--- config.mk ---
export PLATFORM = sky130hd
export DESIGN_NAME = pcp_parser
export DESIGN_NICKNAME = d
export VERILOG_FILES = /design/src/common/pcp_pkg.sv /design/src/logic/pcp_char_class.sv /design/src/logic/pcp_num_acc.sv /design/src/logic/pcp_parser.sv
export SDC_FILE = /design/constraint.sdc
export NUM_CORES = 1
export LEC_CHECK = 0
export BUFFER_PORTS_ARGS = -buffer_cell sky130_fd_sc_hd__buf_4
export CAP_MARGIN = 0
export CORE_ASPECT_RATIO = 1.25
export CORE_MARGIN = 2
export CORE_UTILIZATION = 55
export DETAILED_ROUTE_END_ITERATION = 16
export PLACE_DENSITY = 0.8
export SYNTH_ARGS = -nofsm -noshare
export SYNTH_HDL_FRONTEND = slang
export SYNTH_HIERARCHICAL = 1
export SYNTH_SLANG_ARGS = --single-unit
export TNS_END_PERCENT = 30
--- constraint.sdc ---
create_clock -name aclk -period 6.07 [get_ports aclk]
set_input_delay 0.3035 -clock aclk [delete_from_list [all_inputs] [get_ports aclk]]
set_output_delay 0.3035 -clock aclk [all_outputs]
set_load 0.02 [all_outputs]
--- src/common/pcp_pkg.sv ---
package pcp_pkg;
  localparam int ADDR_W = 8;
  // Register byte offsets
  localparam logic [7:0] OFS_CTRL = 8'h00;
  localparam logic [7:0] OFS_CHAR = 8'h04;
  localparam logic [7:0] OFS_STATUS = 8'h08;
  localparam logic [7:0] OFS_INT_STAT = 8'h0C;
  localparam logic [7:0] OFS_INT_MASK = 8'h10;
  localparam logic [7:0] OFS_CODE = 8'h14;
  localparam logic [7:0] OFS_MANT = 8'h18;
  localparam logic [7:0] OFS_EXP = 8'h1C;
  localparam logic [7:0] OFS_PFX_MANT = 8'h20;
  localparam logic [7:0] OFS_PFX_EXP = 8'h24;
  localparam logic [7:0] OFS_SETTINGS = 8'h28;
  // Interrupt status and mask bits
  localparam int INT_W = 4;
  localparam int INT_EXEC = 0;
  localparam int INT_TRIG = 1;
  localparam int INT_ERR = 2;
  localparam int INT_AUTO = 3;
  // Settings bits
  localparam int SET_PREDISP = 0;
  localparam int SET_DEEMPH = 1;
  localparam int SET_RMS = 5;
  localparam int SET_AUTO = 6;
  localparam logic [INT_W-1:0] INT_MASK_RST = 4'h0;
  localparam logic [7:0] ERR_INVALID_CODE = 8'h18;
  localparam logic [1:0] RESP_OKAY = 2'b00;
  localparam logic [1:0] RESP_SLVERR = 2'b10;
  localparam int MANT_DIGITS = 8;
  localparam int EXP_DIGITS = 2;
  // Characters and two-character codes, upper case
  localparam logic [7:0] CH_EXP = 8'h45;
  localparam logic [7:0] CH_MINUS = 8'h2D;
  localparam logic [7:0] CH_DEEMPH = 8'h50;
  localparam logic [7:0] CH_DETECT = 8'h44;
  localparam logic [15:0] CODE_AUTO = 16'h4155;
  localparam logic [15:0] CODE_SPECIAL = 16'h5350;
  localparam logic [15:0] CODE_PREDISP_OFF = 16'h5030;
  localparam logic [15:0] CODE_RMS_DET = 16'h4438;
  localparam logic [15:0] CODE_TRIG_NOW = 16'h5432;
  localparam logic [15:0] CODE_TRIG_SETTLED = 16'h5433;
  typedef enum logic [2:0] {
    CL_DIGIT = 3'b000, CL_POINT = 3'b001, CL_SIGN = 3'b010,
    CL_LETTER = 3'b011, CL_IGNORE = 3'b100, CL_INVALID = 3'b101
  } pcp_class_t;
  typedef enum logic [1:0] {
    ST_IDLE = 2'b00, ST_MANT = 2'b01, ST_EXP = 2'b10, ST_CODE = 2'b11
  } pcp_state_t;
endpackage

--- src/logic/pcp_char_class.sv ---
`timescale 1ns/1ps
`default_nettype none
module pcp_char_class
  import pcp_pkg::*;
(
  // Raw character
  input wire logic [7:0] raw,
  // Folded character and its class
  output logic [7:0] folded,
  output pcp_class_t cls
);
  logic is_lower;
  logic is_upper;
  logic is_digit;
  logic is_ignore;
  assign is_lower = (raw >= 8'h61) && (raw <= 8'h7A);
  assign is_upper = (raw >= 8'h41) && (raw <= 8'h5A);
  assign is_digit = (raw >= 8'h30) && (raw <= 8'h39);
  assign is_ignore = ((raw >= 8'h20) && (raw <= 8'h2A)) || (raw == 8'h2C)
    || (raw == 8'h2F) || (raw == 8'h0D) || (raw == 8'h0A);
  assign folded = is_lower ? (raw - 8'h20) : raw;
  assign cls = is_digit ? CL_DIGIT :
               (raw == 8'h2E) ? CL_POINT :
               ((raw == 8'h2B) || (raw == CH_MINUS)) ? CL_SIGN :
               (is_lower || is_upper) ? CL_LETTER :
               is_ignore ? CL_IGNORE : CL_INVALID;
endmodule
`default_nettype wire

--- src/logic/pcp_num_acc.sv ---
`timescale 1ns/1ps
`default_nettype none
module pcp_num_acc
  import pcp_pkg::*;
(
  input wire logic aclk,
  input wire logic aresetn,
  // Controls from the parser
  input wire logic clear,
  input wire logic dig_en,
  input wire logic [3:0] dig,
  input wire logic pt_en,
  input wire logic neg_en,
  input wire logic exp_dig_en,
  input wire logic exp_neg_en,
  // Normalised value
  output logic [31:0] mant,
  output logic mant_neg,
  output logic [7:0] exp_total,
  output logic [3:0] ndig,
  output logic has_pt,
  output logic [1:0] nexp
);
  logic [3:0] int_over;
  logic [3:0] frac;
  logic [6:0] exp_mag;
  logic exp_neg;
  logic full;
  logic [7:0] exp_signed;
  assign full = (ndig >= 4'(MANT_DIGITS));
  assign exp_signed = exp_neg ? (8'h00 - {1'b0, exp_mag}) : {1'b0, exp_mag};
  assign exp_total = exp_signed + {4'h0, int_over} - {4'h0, frac};
  always_ff @(posedge aclk) begin
    if (!aresetn || clear) begin
      mant <= 32'h0000_0000;
      mant_neg <= 1'b0;
      ndig <= 4'h0;
      has_pt <= 1'b0;
      int_over <= 4'h0;
      frac <= 4'h0;
      exp_mag <= 7'h00;
      exp_neg <= 1'b0;
      nexp <= 2'b00;
    end else begin
      if (neg_en) begin
        mant_neg <= 1'b1;
      end
      if (pt_en) begin
        has_pt <= 1'b1;
        if (ndig == 4'h0) begin
          ndig <= 4'h1;
        end
      end
      if (dig_en && !full) begin
        mant <= {mant[27:0], dig};
        ndig <= ndig + 4'h1;
        frac <= has_pt ? frac + 4'h1 : frac;
      end
      if (dig_en && full && !has_pt && int_over != 4'hF) begin
        int_over <= int_over + 4'h1;
      end
      if (exp_dig_en) begin
        exp_mag <= 7'(exp_mag * 7'd10 + {3'h0, dig});
        nexp <= nexp + 2'b01;
      end
      if (exp_neg_en) begin
        exp_neg <= 1'b1;
      end
    end
  end
endmodule
`default_nettype wire

--- src/logic/pcp_parser.sv ---
// The register offsets and the AXI4-Lite interface to the registers are this design's own decisions.
`timescale 1ns/1ps
`default_nettype none
module pcp_parser
  import pcp_pkg::*;
(
  // Clock and reset
  input wire logic aclk,
  input wire logic aresetn,
  // AXI4-Lite write address and data
  input wire logic s_axi_awvalid,
  output logic s_axi_awready,
  input wire logic [ADDR_W-1:0] s_axi_awaddr,
  input wire logic [2:0] s_axi_awprot,
  input wire logic s_axi_wvalid,
  output logic s_axi_wready,
  input wire logic [31:0] s_axi_wdata,
  input wire logic [3:0] s_axi_wstrb,
  // AXI4-Lite write response
  output logic s_axi_bvalid,
  input wire logic s_axi_bready,
  output logic [1:0] s_axi_bresp,
  // AXI4-Lite read
  input wire logic s_axi_arvalid,
  output logic s_axi_arready,
  input wire logic [ADDR_W-1:0] s_axi_araddr,
  input wire logic [2:0] s_axi_arprot,
  output logic s_axi_rvalid,
  input wire logic s_axi_rready,
  output logic [31:0] s_axi_rdata,
  output logic [1:0] s_axi_rresp,
  // Executed code
  output logic exec_valid,
  output logic [15:0] exec_code,
  output logic exec_has_arg,
  output logic [31:0] exec_mant,
  output logic exec_neg,
  output logic [7:0] exec_exp,
  output logic exec_has_prefix,
  output logic [31:0] prefix_mant,
  output logic [7:0] prefix_exp,
  // Instrument actions
  output logic measure_start,
  output logic special_zero,
  output logic predisplay_on,
  output logic [3:0] deemph_sel,
  output logic rms_detector,
  output logic auto_mode,
  // Errors and interrupt
  output logic srq,
  output logic irq
);
  // Bus holding registers
  logic aw_hold;
  logic w_hold;
  logic [ADDR_W-1:0] wr_addr;
  logic [31:0] wr_data;
  logic [3:0] wr_strb;
  logic wr_fire;
  logic wr_ok;
  logic rd_ok;
  logic [31:0] rd_word;
  logic char_we;
  logic ctrl_we;
  logic stat_we;
  logic mask_we;
  // Parser state
  pcp_state_t state;
  pcp_state_t next_state;
  logic [7:0] first;
  logic [7:0] next_first;
  logic prefix_valid;
  logic [7:0] err_code;
  logic [INT_W-1:0] int_stat;
  logic [INT_W-1:0] int_mask;
  logic [INT_W-1:0] int_ev;
  logic [INT_W-1:0] int_clr;
  // Character decode
  logic [7:0] ch;
  pcp_class_t cls;
  logic [15:0] code;
  logic is_exp_letter;
  // Accumulator handshake
  logic acc_clr;
  logic dig_en;
  logic pt_en;
  logic neg_en;
  logic exp_dig_en;
  logic exp_neg_en;
  logic [31:0] mant;
  logic mant_neg;
  logic [7:0] exp_total;
  logic [3:0] ndig;
  logic has_pt;
  logic [1:0] nexp;
  // Events
  logic ev_exec;
  logic ev_prefix;
  logic ev_err;
  logic ev_srq;
  logic do_code;
  logic is_trig;
  logic is_deemph;
  logic is_detect;

  function automatic logic mapped(input logic [ADDR_W-1:0] a);
    mapped = (a[1:0] == 2'b00) && (a <= ADDR_W'(OFS_SETTINGS));
  endfunction

  assign wr_fire = aw_hold && w_hold && !s_axi_bvalid;
  assign wr_ok = mapped(wr_addr);
  assign rd_ok = mapped(s_axi_araddr);
  assign char_we = wr_fire && wr_addr == ADDR_W'(OFS_CHAR) && wr_strb[0];
  assign ctrl_we = wr_fire && wr_addr == ADDR_W'(OFS_CTRL) && wr_strb[0];
  assign stat_we = wr_fire && wr_addr == ADDR_W'(OFS_INT_STAT);
  assign mask_we = wr_fire && wr_addr == ADDR_W'(OFS_INT_MASK);

  pcp_char_class u_class (
    .raw(wr_data[7:0]),
    .folded(ch),
    .cls(cls)
  );

  pcp_num_acc u_acc (
    .aclk(aclk),
    .aresetn(aresetn),
    .clear(acc_clr),
    .dig_en(dig_en),
    .dig(ch[3:0]),
    .pt_en(pt_en),
    .neg_en(neg_en),
    .exp_dig_en(exp_dig_en),
    .exp_neg_en(exp_neg_en),
    .mant(mant),
    .mant_neg(mant_neg),
    .exp_total(exp_total),
    .ndig(ndig),
    .has_pt(has_pt),
    .nexp(nexp)
  );

  assign code = {first, ch};
  assign is_exp_letter = (ch == CH_EXP) && (ndig != 4'h0);
  assign is_trig = code == CODE_TRIG_NOW || code == CODE_TRIG_SETTLED;
  assign is_deemph = first == CH_DEEMPH && ch >= 8'h31 && ch <= 8'h34;
  assign is_detect = first == CH_DETECT && cls == CL_DIGIT;
  assign int_clr = stat_we && wr_strb[0] ? wr_data[INT_W-1:0] : '0;
  assign int_ev = {ev_exec && code == CODE_AUTO, ev_err,
                   ev_exec && is_trig, ev_exec};

  // Character-by-character parse
  always_comb begin
    next_state = state;
    next_first = first;
    acc_clr = 1'b0;
    dig_en = 1'b0;
    pt_en = 1'b0;
    neg_en = 1'b0;
    exp_dig_en = 1'b0;
    exp_neg_en = 1'b0;
    do_code = 1'b0;
    ev_err = 1'b0;
    ev_srq = 1'b0;
    if (ctrl_we && wr_data[0]) begin
      next_state = ST_IDLE;
      acc_clr = 1'b1;
    end else if (char_we) begin
      case (cls)
        CL_INVALID: begin
          ev_err = 1'b1;
          ev_srq = 1'b1;
          acc_clr = 1'b1;
          next_state = ST_IDLE;
        end
        CL_IGNORE: begin
          if (state == ST_CODE) begin
            ev_err = 1'b1;
            acc_clr = 1'b1;
            next_state = ST_IDLE;
          end
        end
        CL_LETTER: begin
          if (state == ST_CODE) begin
            do_code = 1'b1;
            next_state = ST_IDLE;
          end else if (state == ST_MANT && is_exp_letter) begin
            next_state = ST_EXP;
          end else begin
            next_first = ch;
            next_state = ST_CODE;
          end
        end
        CL_DIGIT: begin
          if (state == ST_CODE) begin
            do_code = 1'b1;
            next_state = ST_IDLE;
          end else if (state == ST_EXP) begin
            exp_dig_en = nexp < 2'(EXP_DIGITS);
            ev_err = nexp >= 2'(EXP_DIGITS);
          end else begin
            dig_en = 1'b1;
            next_state = ST_MANT;
          end
        end
        CL_POINT: begin
          if (state == ST_IDLE || (state == ST_MANT && !has_pt)) begin
            pt_en = 1'b1;
            next_state = ST_MANT;
          end else begin
            ev_err = 1'b1;
          end
        end
        CL_SIGN: begin
          if (state == ST_IDLE) begin
            neg_en = ch == CH_MINUS;
            next_state = ST_MANT;
          end else if (state == ST_EXP && nexp == 2'b00) begin
            exp_neg_en = ch == CH_MINUS;
          end else begin
            ev_err = 1'b1;
          end
        end
        default: begin
          ev_err = 1'b1;
        end
      endcase
    end
    if (do_code) begin
      acc_clr = 1'b1;
    end
  end

  assign ev_prefix = do_code && code == CODE_SPECIAL && ndig != 4'h0;
  assign ev_exec = do_code && !ev_prefix;

  // Write address and data capture
  always_ff @(posedge aclk) begin
    if (!aresetn) begin
      aw_hold <= 1'b0;
      w_hold <= 1'b0;
      wr_addr <= '0;
      wr_data <= 32'h0000_0000;
      wr_strb <= 4'h0;
      s_axi_awready <= 1'b1;
      s_axi_wready <= 1'b1;
      s_axi_bvalid <= 1'b0;
      s_axi_bresp <= RESP_OKAY;
    end else begin
      if (s_axi_awvalid && s_axi_awready) begin
        aw_hold <= 1'b1;
        wr_addr <= s_axi_awaddr;
        s_axi_awready <= 1'b0;
      end
      if (s_axi_wvalid && s_axi_wready) begin
        w_hold <= 1'b1;
        wr_data <= s_axi_wdata;
        wr_strb <= s_axi_wstrb;
        s_axi_wready <= 1'b0;
      end
      if (wr_fire) begin
        aw_hold <= 1'b0;
        w_hold <= 1'b0;
        s_axi_bvalid <= 1'b1;
        s_axi_bresp <= wr_ok ? RESP_OKAY : RESP_SLVERR;
      end
      if (s_axi_bvalid && s_axi_bready) begin
        s_axi_bvalid <= 1'b0;
        s_axi_awready <= 1'b1;
        s_axi_wready <= 1'b1;
      end
    end
  end

  // Read data selection
  always_comb begin
    case (s_axi_araddr)
      ADDR_W'(OFS_STATUS): rd_word = {16'h0000, err_code, 3'b000,
        prefix_valid, 2'b00, state};
      ADDR_W'(OFS_INT_STAT): rd_word = {28'h000_0000, int_stat};
      ADDR_W'(OFS_INT_MASK): rd_word = {28'h000_0000, int_mask};
      ADDR_W'(OFS_CODE): rd_word = {15'h0000, exec_has_arg, exec_code};
      ADDR_W'(OFS_MANT): rd_word = exec_mant;
      ADDR_W'(OFS_EXP): rd_word = {23'h00_0000, exec_neg, exec_exp};
      ADDR_W'(OFS_PFX_MANT): rd_word = prefix_mant;
      ADDR_W'(OFS_PFX_EXP): rd_word = {24'h00_0000, prefix_exp};
      ADDR_W'(OFS_SETTINGS): rd_word = {25'h000_0000, auto_mode,
        rms_detector, deemph_sel, predisplay_on};
      default: rd_word = 32'h0000_0000;
    endcase
  end

  always_ff @(posedge aclk) begin
    if (!aresetn) begin
      s_axi_arready <= 1'b1;
      s_axi_rvalid <= 1'b0;
      s_axi_rdata <= 32'h0000_0000;
      s_axi_rresp <= RESP_OKAY;
    end else if (s_axi_arvalid && s_axi_arready) begin
      s_axi_arready <= 1'b0;
      s_axi_rvalid <= 1'b1;
      s_axi_rdata <= rd_word;
      s_axi_rresp <= rd_ok ? RESP_OKAY : RESP_SLVERR;
    end else if (s_axi_rvalid && s_axi_rready) begin
      s_axi_rvalid <= 1'b0;
      s_axi_arready <= 1'b1;
    end
  end

  // Parser state, interrupts and errors
  always_ff @(posedge aclk) begin
    if (!aresetn) begin
      state <= ST_IDLE;
      first <= 8'h00;
      err_code <= 8'h00;
      int_stat <= '0;
      int_mask <= INT_MASK_RST;
      srq <= 1'b0;
      irq <= 1'b0;
    end else begin
      state <= next_state;
      first <= next_first;
      err_code <= ev_err ? ERR_INVALID_CODE : err_code;
      // Set wins over a same-cycle clear
      int_stat <= (int_stat & ~int_clr) | int_ev;
      if (mask_we && wr_strb[0]) begin
        int_mask <= wr_data[INT_W-1:0];
      end
      srq <= ev_srq;
      irq <= |(((int_stat & ~int_clr) | int_ev) & int_mask);
    end
  end

  // Prefix and executed code
  always_ff @(posedge aclk) begin
    if (!aresetn) begin
      prefix_valid <= 1'b0;
      prefix_mant <= 32'h0000_0000;
      prefix_exp <= 8'h00;
      exec_valid <= 1'b0;
      exec_code <= 16'h0000;
      exec_has_arg <= 1'b0;
      exec_mant <= 32'h0000_0000;
      exec_neg <= 1'b0;
      exec_exp <= 8'h00;
      exec_has_prefix <= 1'b0;
    end else begin
      exec_valid <= ev_exec;
      if (ev_prefix) begin
        prefix_valid <= 1'b1;
        prefix_mant <= mant;
        prefix_exp <= exp_total;
      end else if (ev_exec || ev_err) begin
        prefix_valid <= 1'b0;
      end
      if (ev_exec) begin
        exec_code <= code;
        exec_has_arg <= ndig != 4'h0;
        exec_mant <= mant;
        exec_neg <= mant_neg;
        exec_exp <= exp_total;
        exec_has_prefix <= prefix_valid;
      end
    end
  end

  // Instrument settings driven by codes
  always_ff @(posedge aclk) begin
    if (!aresetn) begin
      measure_start <= 1'b0;
      special_zero <= 1'b0;
      predisplay_on <= 1'b0;
      deemph_sel <= 4'h0;
      rms_detector <= 1'b0;
      auto_mode <= 1'b0;
    end else begin
      measure_start <= ev_exec && is_trig;
      special_zero <= ev_exec && code == CODE_AUTO;
      if (ev_exec && code == CODE_AUTO) begin
        auto_mode <= 1'b1;
      end
      if (ev_exec && is_detect) begin
        rms_detector <= code == CODE_RMS_DET;
      end
      if (ev_exec && code == CODE_PREDISP_OFF) begin
        deemph_sel <= 4'h0;
        predisplay_on <= rms_detector;
      end
      if (ev_exec && is_deemph) begin
        predisplay_on <= 1'b1;
        deemph_sel[ch[1:0] - 2'b01] <= 1'b1;
      end
    end
  end
endmodule
`default_nettype wire

==> results.md, run 1 <==
- Setup Total Neg Slack: 0 ns
- Period utilisation layout: 0.7618
- Reg2reg start: wr_data[0]
- Share of flip-flops with an asynchronous set or reset: 0
- Layout fillers: 1623
- Critical path depth: 10
- Min cycle time layout: 4.624 ns
- Pre-CTS setup slack: 1.542 ns
- FMAX: around 0.22 GHz
- Worst setup path category: register to register
- Clock latency on the worst-skew pair: roughly 0.52 ns
- Final setup viols: 0
- DP HPWL: 23580 µm
- Crit-path cells: a21oi_1, o31ai_1, nor4b_4, a21oi_1, or3b_2, nor4_2, a211oi_4, nor2_4, buf_4, a22o_1
- CP startpoint: wr_data[0]
- Crit path max-delay family: simple AND/OR/NAND/NOR gates
- Worst Hold Class: input pin to register
- Switching Fraction: 0.2290
- Seq cells post-synth: 245
- Core Area: between 0.015 and 0.02 mm²
- GR Util All Layers: 0.3032
- Commonest cells after routing, fill and taps aside: dfxtp_1 (245), nand2_1 (227), buf_4 (202)
- Clk slew on worst S/H paths: 0.06 ns
- Layout cells sized above 1: 0.1851
- Cell variety after synth: 84
- Final WS setup: around 1.4 ns
- Router iterations before antenna repair: 5
- WP data arrival: 5.08 ns
- Via count: 10.20k
- Worst vdd ir: 0.1858 mV
- Status: completed
- NetSw: 0.7774 mW
- Initial Utilization: 0.5645
- Power Dens Cells: 256.3 mW/mm²
- CP max stage delay: 0.99 ns
- CTS HTree Levels: 1
- Worst Tran Pin Value: 1.110 ns
- Sequential share of the synthesized area: 0.4446
- Unrepaired setup endpoints after global routing: no
- Vias in the first global route: 9461
- I/O pin count: 217
- Max_cap viols: 0
- Final Hold Fails: 0
- Drc violations: 0
- Netlist Area Pre-Place: 0.01103 mm²
- P_leak: 5.248 nW
- Number of clock sinks: 245
- Setup Fix Bufs, Post-CTS: 0
- Syn avg cell area: 8.665 µm²
- Clock skew: 0.01120 ns
- Initial antenna violation count: 0
- FF-to-FF path depth: 10
- Total Nets Final: between 1.5k and 2k
- Int Power: between 2 and 3 mW
- First-pass GRT wire length: between 50000 and 60000 µm
- Slew Limit Headroom: 0.2533
- Hold_buf cts: 1
- Clock power frac: 0.450
- R2r setup slk: 1.45 ns
- Die width: 130.7 µm
- Worst EP required: 6.53 ns
- CP Max Fanout: 25
- Top FF cell, synth: dfxtp_1
- Kind of end point of the critical path: register
- Clk root buf: clkbuf_16
- Die Ht: roughly 160 µm
- CTS tree: built
- Die area: 0.02121 mm²
- Starting DRT DRC Count: 763
- CTS Buf Count: 24
- DRT Wirelength: between 30000 and 40000 µm
- Critical Path Source Type: register
- Layout area overhead: 20.10%
- GRT Residual Overflow: 0
- Antenna Cells: 0
- Slowest-stage cell, CP: dfxtp_1
- Warnings from Yosys: 6
- Most common cell on crit path: a21oi_1
- Most common cell after layout, fill and taps aside: dfxtp_1
- Row cnt: 57
- Number of synthesized flops with an enable pin: 0
- Post-CTS sizing: 0
- Setup crit end: exec_mant[12]
- Slew Limit Fails: 0
- Routed vias/inst: between 6 and 7
- Drt wl/cell: 19.55 µm
- Comb power frac: 0.063
- Syn Inst Count: between 1k and 1.5k
- RR Endpoint: exec_mant[12]
- Clock Tree Buf Depth: 3
- Sequential Power Share: 0.487
- Post-DRT Antenna Nets: 0
- Largest net degree at the start of global routing: 70
- Buf+Inv Stages, Crit Path: 1
- Gp weighted congestion: slightly above 0.9
- IO Port Bufs: 181
==> Yosys cell counts, types with 12 or more instances <==
library cell,count,area [µm²]
o21ai_0,33,165.2
buf_2,12,60.06
a221oi_1,25,219.0
clkbuf_1,56,210.2
a21oi_1,114,570.6
xnor2_1,13,113.9
a211oi_1,14,105.1
inv_1,40,150.1
nor3_1,31,155.2
ha_1,23,287.8
nand3_1,28,140.1
nand2_1,227,852.1
mux2i_1,28,280.3
a22o_1,63,551.8
dfxtp_1,245,4905
nor2_1,94,352.8
==> how the worst min path moves through the flow <==
| stage | end | slack, ns | depth (start not counted) | start |
|---|---|---|---|---|
| floorplan | s_axi_wready | 0.40 | 1 | s_axi_wvalid |
| global placement | wr_addr[0] | 0.44 | 2 | wr_addr[0] |
| detailed placement | s_axi_rdata[6] | 0.45 | 2 | s_axi_rdata[6] |
| CTS | wr_strb[0] | 0.03 | 3 | s_axi_wstrb[0] |
| global route | wr_addr[5] | 0.04 | 3 | s_axi_awaddr[5] |
| finish | wr_data[0] | 0.04 | 3 | s_axi_wdata[0] |
==> layer usage <==
layer	vias up	global-route usage	routed length (µm)
li1	4802	-	-
met1	4780	0.3627	12490
met2	509	0.5187	15830
met3	109	0.04501	2742
met4	0	0.1659	2001
met5	-	0	0
==> registers in the layout, summed over array words and instances (netlist names), 7 cells and up <==
register and flops:
prefix_mant 32, s_axi_rdata 32, u_acc/exp_mag 7, first 8, exec_code 16, prefix_exp 8, wr_data 8, exec_exp 8
exec_mant 32, wr_addr 8, u_acc/mant 32
==> kinds of logic (layout without fill, tap and decap cells) <==
| logic type | after synthesis | count (layout) | share of synthesized area |
|---|---|---|---|
| AO/OA/AOI/OAI | 321 | 321 | 0.2025 |
| XOR/XNOR | 24 | 24 | 0.01906 |
| adder cells (fa/ha/maj) | 29 | 29 | 0.03698 |
| buffers and inverters | 136 | 288 | 0.05921 |
| flip-flops | 245 | 245 | 0.4446 |
| multiplexers | 32 | 32 | 0.02949 |
| other | 1 | 2 | 0.0003400 |
| AND/OR/NAND/NOR | 485 | 485 | 0.2078 |
==> worst min-delay path: cells and delay by family <==
family,cells,cell delay (ns)
and+or+nand+nor,1,0.05
AOI/OAI and AO/OA,1,0.05
buffers and inverters,1,0.11
==> per-stage QoR <==
| stage | cell area [µm²] | std cells | hold WS [ns] | power, mW | utilization |
|---|---|---|---|---|---|
| after floorplan | 11030 | 1274 | 0.4039 | 1.828 | - |
| after global placement | 12430 | 1647 | 0.4385 | 1.893 | 0.6359 |
| after detailed placement | 12430 | 1647 | 0.4468 | 1.899 | 0.6359 |
| after CTS | 13250 | 1691 | 0.02888 | 3.407 | 0.6779 |
| after global routing | 13250 | 1691 | 0.04295 | 3.491 | 0.6779 |
| final | 13250 | 1691 | 0.04478 | 3.395 | 0.6779 |
==> cell type report <==
cell class                      count  area (µm²)  area share
Tap cell                          265       331.6     0.02503
Clock buffer                       37       730.7     0.05516
Timing Repair Buffer              203        1526      0.1152
Inverter                           42       172.7     0.01303
Clock inverter                      6       80.08    0.006045
Sequential cell                   245        4905      0.3702
Multi-Input combinational cell    893        5502      0.4153
==> power by group through the flow <==
stage | Sequential [mW] | Combinational, mW | Clock [mW]
after CTS | 1.65 | 0.212 | 1.54
after global placement | 1.69 | 0.206 | 0
final | 1.65 | 0.213 | 1.53
after detailed placement | 1.69 | 0.210 | 0
after floorplan | 1.69 | 0.133 | 0
after global routing | 1.66 | 0.233 | 1.60
No activity file was read; power rests on OpenSTA's default activity.
==> run 2: changes to the inputs <==
- CORE_UTILIZATION: 55 -> 50
- PLACE_DENSITY: 0.8 -> 0.76
- clock period: 6.07 -> 3.7 ns (I/O delays scaled with it)
==> results.md, run 2 (synthesis gave the netlist of run 1 again) <==
- Layout fillers: 1869 (was 1623)
- Layout area overhead: 23.75% (was 20.10%)
- Antenna Cells: 0 (unchanged)
- Router iterations before antenna repair: 5 (unchanged)
- Max_cap viols: 0 (unchanged)
- Worst Tran Pin Value: 1.085 ns (was 1.110 ns)
- FMAX: 0.2866 GHz (was 0.2163 GHz)
- Unrepaired setup endpoints after global routing: yes (was no)
- Reg2reg start: wr_data[0] (unchanged)
- DP HPWL: 24150 µm (was 23580 µm)
- WP data arrival: 3.95 ns (was 5.08 ns)
- Die area: 0.02327 mm² (was 0.02121 mm²)
- Layout cells sized above 1: 0.1946 (was 0.1851)
- Layout Cells excl Fill: 1749 (was 1691)
- Pre-CTS setup slack: 0.2728 ns (was 1.542 ns)
- Initial antenna violation count: 0 (unchanged)
- Core Area: 0.02162 mm² (was 0.01954 mm²)
- Worst setup path category: register to register (unchanged)
- Via count: 10.21k (was 10.20k)
- Initial Utilization: 0.5102 (was 0.5645)
- Vias in the first global route: 9531 (was 9461)
- GRT Residual Overflow: 0 (unchanged)
- CTS tree: built (unchanged)
- DP Cell Count: 1683 (was 1647)
- Gp weighted congestion: 0.9192 (was 0.9319)
- Setup Total Neg Slack: 0 ns (unchanged)
- First-pass GRT wire length: 51440 µm (was 50730 µm)
- R2r setup slk: 0.21 ns (was 1.45 ns)
- FF-to-FF path depth: 10 (unchanged)
- Worst vdd ir: 0.3465 mV (was 0.1858 mV)
- Worst EP required: 4.16 ns (was 6.53 ns)
- Clock skew: 0.01364 ns (was 0.01120 ns)
- Most common cell after layout, fill and taps aside: dfxtp_1 (unchanged)
- Slew Limit Headroom: 0.2664 (was 0.2533)
- CTS HTree Levels: 1 (unchanged)
- CP Max Fanout: 27 (was 25)
- Hold_sp: s_axi_araddr[1] (was s_axi_wdata[0])
- Hold endpoint: s_axi_rdata[7] (was wr_data[0])
- Final WS setup: 0.2109 ns (was 1.446 ns)
- Clk root buf: clkbuf_16 (unchanged)
- Drt wl/cell: 19.21 µm (was 19.55 µm)
- Commonest cells after routing, fill and taps aside: dfxtp_1 (245), nand2_1 (227), buf_4 (222) (was dfxtp_1 (245), nand2_1 (227), buf_4 (202))
- Clock Tree Buf Depth: 3 (unchanged)
- Final Hold Fails: 0 (unchanged)
- I/O pin count: 217 (unchanged)
- Worst hold stages: 4 (was 3)
- Post-DRT Antenna Nets: 0 (unchanged)
- DRT Wirelength: 33600 µm (was 33060 µm)
- Drc violations: 0 (unchanged)
- Largest net degree at the start of global routing: 59 (was 70)
- RR Endpoint: exec_mant[16] (was exec_mant[12])
- CTS Buf Count: 24 (unchanged)
- P_leak: 5.429 nW (was 5.248 nW)
- Slew Limit Fails: 0 (unchanged)
- Min cycle time layout: 3.489 ns (was 4.624 ns)
- GR Util All Layers: 0.2801 (was 0.3032)
- Die Ht: 170.1 µm (was 162.3 µm)
- Clock latency on the worst-skew pair: 0.53 ns (was 0.52 ns)
- Post-CTS sizing: 0 (unchanged)
- Status: completed (unchanged)
- IO Port Bufs: 181 (unchanged)
- Total Nets Final: 1548 (was 1503)
- Number of clock sinks: 245 (unchanged)
- Final setup viols: 0 (unchanged)
- Power Dens Cells: 403.1 mW/mm² (was 256.3 mW/mm²)
- Clk slew on worst S/H paths: 0.06 ns (about the same)
- Period utilisation layout: 0.9430 (was 0.7618)
- Routed vias/inst: 5.838 (was 6.032)
- Die width: 136.9 µm (was 130.7 µm)
- Kind of end point of the critical path: register (unchanged)
- Starting DRT DRC Count: 790 (was 763)
- Row cnt: 60 (was 57)
- Worst Hold Class: input pin to register (unchanged)
- Critical Path Source Type: register (unchanged)
-- run 2: report_power, final --
| part | switching, mW | internal [mW] | leakage, nW | total [mW] |
|---|---|---|---|---|
| sequential | 0.0298 | 2.67 | 1.98 | 2.70 |
| clock | 1.03 | 1.37 | 0.368 | 2.40 |
| combinational | 0.239 | 0.158 | 3.08 | 0.397 |
| total | 1.30 | 4.20 | 5.43 | 5.50 |
-- run 2: repair_timing --
| action | CTS | global route |
|---|---|---|
| hold buffers | 24 | 0 |
| buffers inserted | 0 | 0 |
| endpoints found under the setup margin | 0 | 4 |
| hold endpoints to repair | 22 | 0 |
-- run 2: metal layers --
| layer | track usage | vias to the layer above | share of wire |
|---|---|---|---|
| li1 | - | 4893 | - |
| met2 | 0.4787 | 434 | 0.47 |
| met3 | 0.03902 | 106 | 0.075 |
| met5 | 0 | - | 0 |
| met1 | 0.3326 | 4778 | 0.39 |
| met4 | 0.1636 | 0 | 0.063 |
-- run 2: per-stage QoR --
step	total power [mW]	util	area, µm²	hold slack, ns
after floorplan	2.999	-	11030	0.2854
after global placement	3.121	0.5847	12640	0.3863
after detailed placement	3.132	0.5847	12640	0.3918
after CTS	5.519	0.6314	13650	0.09933
after global routing	5.669	0.6314	13650	0.1101
final	5.502	0.6314	13650	0.1007
-- run 2: final cells by class --
| cell class | instances | area [µm²] | area share |
|---|---|---|---|
| tap | 279 | 349.1 | 0.02557 |
| timing repair buffer | 248 | 1947 | 0.1426 |
| inverter | 42 | 172.7 | 0.01265 |
| clock buffer | 34 | 689.4 | 0.05050 |
| multi-input combinational | 893 | 5508 | 0.4035 |
| clock inverter | 8 | 80.08 | 0.005866 |
| sequential | 245 | 4905 | 0.3593 |
-- run 2: how the worst max path moves through the flow --
stage / from / end / slack [ns]
detailed placement: wr_data[0] / exec_exp[2] / 0.27
floorplan: wr_data[0] / exec_exp[5] / 0.27
finish: wr_data[0] / exec_mant[16] / 0.21
CTS: wr_data[0] / exec_mant[3] / 0.20
global placement: wr_data[0] / exec_mant[2] / 0.34
global route: wr_data[6] / exec_mant[16] / -0.01
-- run 2: critical path, cell delays in order (launching register included) --
cell and delay [ns]:
dfxtp_1 0.35, buf_4 0.20, or4b_1 0.54, o211ai_1 0.11, o2bb2ai_1 0.13, a21oi_1 0.12
nor2b_1 0.18, or4_1 0.68, a2111oi_4 0.51, buf_4 0.40, a22o_1 0.18
==> run 3: changes to the inputs <==
- SYNTH_HIERARCHICAL: 1 -> default
==> results.md, run 3 <==
- Seq cells post-synth: 245 (unchanged)
- DP Cell Count: 1762 (was 1683)
- Vias in the first global route: 9909 (was 9531)
- Layout Cells excl Fill: 1827 (was 1749)
- DRT Wirelength: 34320 µm (was 33600 µm)
- Final setup viols: 0 (unchanged)
- Most common cell in the synthesized netlist: nand2_1 (was dfxtp_1)
- P_leak: 5.160 nW (was 5.429 nW)
- Period utilisation layout: 0.9139 (was 0.9430)
- Router iterations before antenna repair: 7 (was 5)
- CTS HTree Levels: 1 (unchanged)
- Int Power: 4.242 mW (was 4.201 mW)
- Kind of end point of the critical path: register (unchanged)
- Total Nets Final: 1629 (was 1548)
- Clk slew on worst S/H paths: 0.06 ns (about the same)
- Setup Total Neg Slack: 0 ns (unchanged)
- Clock latency on the worst-skew pair: 0.52 ns (was 0.53 ns)
- CP startpoint: u_acc.exp_mag[0] (was wr_data[0])
- Initial antenna violation count: 0 (unchanged)
- R2r setup slk: 0.32 ns (was 0.21 ns)
- Largest net degree at the start of global routing: 104 (was 59)
- Final WS setup: 0.3187 ns (was 0.2109 ns)
- Most common cell on crit path: ha_1 (was buf_4)
- CP Max Fanout: 6 (was 27)
- Area after DPL: 0.01257 mm² (was 0.01264 mm²)
- Via count: 10.50k (was 10.21k)
- Setup Fix Bufs, Post-CTS: 0 (unchanged)
- CTS tree: built (unchanged)
- Row cnt: 60 (unchanged)
- IO Port Bufs: 181 (unchanged)
- Reg2reg start: u_acc.exp_mag[0] (was wr_data[0])
- DP HPWL: 24120 µm (was 24150 µm)
- Final Core Density: 0.6332 (was 0.6314)
- Pre-CTS setup slack: 0.3189 ns (was 0.2728 ns)
- Comb power frac: 0.056 (was 0.072)
- CP max stage delay: 0.63 ns (was 0.68 ns)
- GR Util All Layers: 0.2885 (was 0.2801)
- Die area: 0.02309 mm² (was 0.02327 mm²)
- Clock power frac: 0.451 (was 0.437)
- I/O pin count: 217 (unchanged)
- Max_cap viols: 0 (unchanged)
- Drt wl/cell: 18.79 µm (was 19.21 µm)
- Sequential Power Share: 0.493 (was 0.491)
- Min cycle time layout: 3.381 ns (was 3.489 ns)
- Commonest cells after routing, fill and taps aside: nand2_1 (319), dfxtp_1 (245), buf_4 (203) (was dfxtp_1 (245), nand2_1 (227), buf_4 (222))
- GRT Residual Overflow: 0 (unchanged)
- CTS Buf Count: 24 (unchanged)
- First-pass GRT wire length: 52630 µm (was 51440 µm)
- Synth top area share: 0.4484 (was 0.4446)
- Sequential share of the synthesized area: 0.4484 (was 0.4446)
- Post-synth top area cell: dfxtp_1 (unchanged)
- Core Area: 0.02147 mm² (was 0.02162 mm²)
- Layout area overhead: 24.28% (was 23.75%)
- Drc violations: 0 (unchanged)
- Worst setup path category: register to register (unchanged)
- Syn avg cell area: 8.002 µm² (was 8.665 µm²)
- Switching Fraction: 0.2256 (was 0.2365)
- Unrepaired setup endpoints after global routing: no (was yes)
- Setup crit end: exec_exp[6] (was exec_mant[16])
- Status: completed (unchanged)
- Clk root buf: clkbuf_16 (unchanged)
- Starting DRT DRC Count: 1010 (was 790)
- Netlist Area Pre-Place: 0.01094 mm² (was 0.01103 mm²)
- FMAX: 0.2957 GHz (was 0.2866 GHz)
- Initial Utilization: 0.5095 (was 0.5102)
- WP data arrival: 3.83 ns (was 3.95 ns)
- Worst Hold Class: input pin to register (unchanged)
- Crit-path cells: inv_1, ha_1, nand2b_1, xnor2_1, fa_1, ha_1, nor2b_1, o21ai_0, a21boi_0, or4b_2, nand3_1, nand2_1, a21oi_1 (was buf_4, or4b_1, o211ai_1, o2bb2ai_1, a21oi_1, nor2b_1, or4_1, a2111oi_4, buf_4, a22o_1)
- Syn Inst Count: 1367 (was 1273)
- Clock skew: 0.01139 ns (was 0.01364 ns)
- Number of synthesized flops with an enable pin: 0 (unchanged)
- Most common cell after layout, fill and taps aside: nand2_1 (was dfxtp_1)
- Worst EP required: 4.15 ns (was 4.16 ns)
- Slowest-stage cell, CP: or4b_2 (was or4_1)
- NetSw: 1.236 mW (was 1.301 mW)
- Gp weighted congestion: 0.9478 (was 0.9192)
- Top FF cell, synth: dfxtp_1 (unchanged)
- Synth top cells by count: nand2_1 (319), dfxtp_1 (245), a21oi_1 (199) (was dfxtp_1 (245), nand2_1 (227), a21oi_1 (114))
- Fin area: 0.01360 mm² (was 0.01365 mm²)
- FF-to-FF path depth: 13 (was 10)
- Die Ht: 169.4 µm (was 170.1 µm)
- Number of clock sinks: 245 (unchanged)
- Warnings from Yosys: 0 (was 6)
- Antenna Cells: 0 (unchanged)
- Routed vias/inst: 5.748 (was 5.838)
- Final Hold Fails: 0 (unchanged)
- Die width: 136.3 µm (was 136.9 µm)
- Post-DRT Antenna Nets: 0 (unchanged)
- Clock Tree Buf Depth: 3 (unchanged)
- Slew Limit Fails: 0 (unchanged)
- RR Endpoint: exec_exp[6] (was exec_mant[16])
- Worst vdd ir: 0.3256 mV (was 0.3465 mV)
- Layout cells sized above 1: 0.1770 (was 0.1946)
- Largest cells by area after synthesis: dfxtp_1 (45%), nand2_1 (11%), a21oi_1 (9.1%) (was dfxtp_1 (44%), nand2_1 (7.7%), a21oi_1 (5.2%))
- Worst Tran Pin Value: 0.8243 ns (was 1.085 ns)
- Cell variety after synth: 75 (was 84)
- Slew Limit Headroom: 0.4491 (was 0.2664)
- Share of flip-flops with an asynchronous set or reset: 0 (unchanged)
- Power Dens Cells: 402.9 mW/mm² (was 403.1 mW/mm²)
- Critical Path Source Type: register (unchanged)
-- run 3: changes by cell type after synthesis, sizes merged, moves of 10 or more --
cell,before,now
nor3,31,12
a22oi,4,20
a21oi,114,199
buf,37,27
a221oi,25,4
a22o,63,2
nand2,228,319
nor2,94,135
-- run 3: kinds of logic (layout without fill, tap and decap cells) --
| logic type | count (synthesis) | count (layout) | synth area share |
|---|---|---|---|
| buffers and inverters | 126 | 306 | 0.04792 |
| other | 1 | 2 | 0.0003428 |
| muxes | 26 | 26 | 0.02448 |
| adders and majority gates | 32 | 32 | 0.04072 |
| DFF | 245 | 245 | 0.4484 |
| and+or+nand+nor | 570 | 570 | 0.2266 |
| AOI/OAI and AO/OA | 343 | 343 | 0.1924 |
| xor gates and xnor gates | 24 | 24 | 0.01922 |
-- run 3: stage by stage --
stage               hold slack (ns)  total power, mW
finish                      0.01696            5.478
floorplan                    0.2854            2.927
detailed placement           0.4021            3.039
global placement             0.3930            3.034
CTS                       0.0005177            5.498
global route               0.004975            5.636
-- run 3: power groups by stage --
stage,clock (mW),sequential (mW),combinational [mW]
finish,2.47,2.70,0.307
CTS,2.50,2.70,0.304
floorplan,0,2.76,0.169
global route,2.60,2.70,0.330
global placement,0,2.76,0.279
detailed placement,0,2.76,0.282
-- run 3: worst min path at each step --
stage / start / to / cells past startpoint
after floorplan: s_axi_wvalid / s_axi_wready / 1
after global placement: s_axi_wvalid / s_axi_wready / 2
after detailed placement: s_axi_wvalid / s_axi_wready / 2
after CTS: aresetn / s_axi_arready / 2
after global routing: aresetn / s_axi_arready / 2
final: aresetn / s_axi_arready / 2
-- run 3: what timing repair did --
item	CTS	global route
endpoints found under the hold margin	22	0
gates resized for setup	0	0
hold buffers	23	0
-- run 3: cell type report --
type / instances / area, µm²
fill: 1886 / 7875
clock buffer: 37 / 710.7
sequential: 245 / 4905
multi-input combinational: 997 / 5569
inverter: 33 / 126.4
timing repair buffer: 231 / 1854
tap: 279 / 349.1
clock inverter: 5 / 81.33
-- run 3: per-layer routing --
layer	vias to the layer above	share of wire	GRT usage	wire length, µm
met5	-	0	0	0
met4	0	0.055	0.1513	1873
met3	93	0.068	0.04301	2328
met2	436	0.49	0.5049	16760
met1	4935	0.39	0.3381	13360
li1	5038	-	-	-
-- run 3: worst max-delay path: cells and delay by family (launching register included) --
family / cells / cell delay, ns
AOI/OAI and AO/OA: 3 / 0.49
xor gates and xnor gates: 1 / 0.16
adders and majority gates: 3 / 1.04
buffers and inverters: 1 / 0.07
DFF: 1 / 0.44
and+or+nand+nor: 5 / 1.12
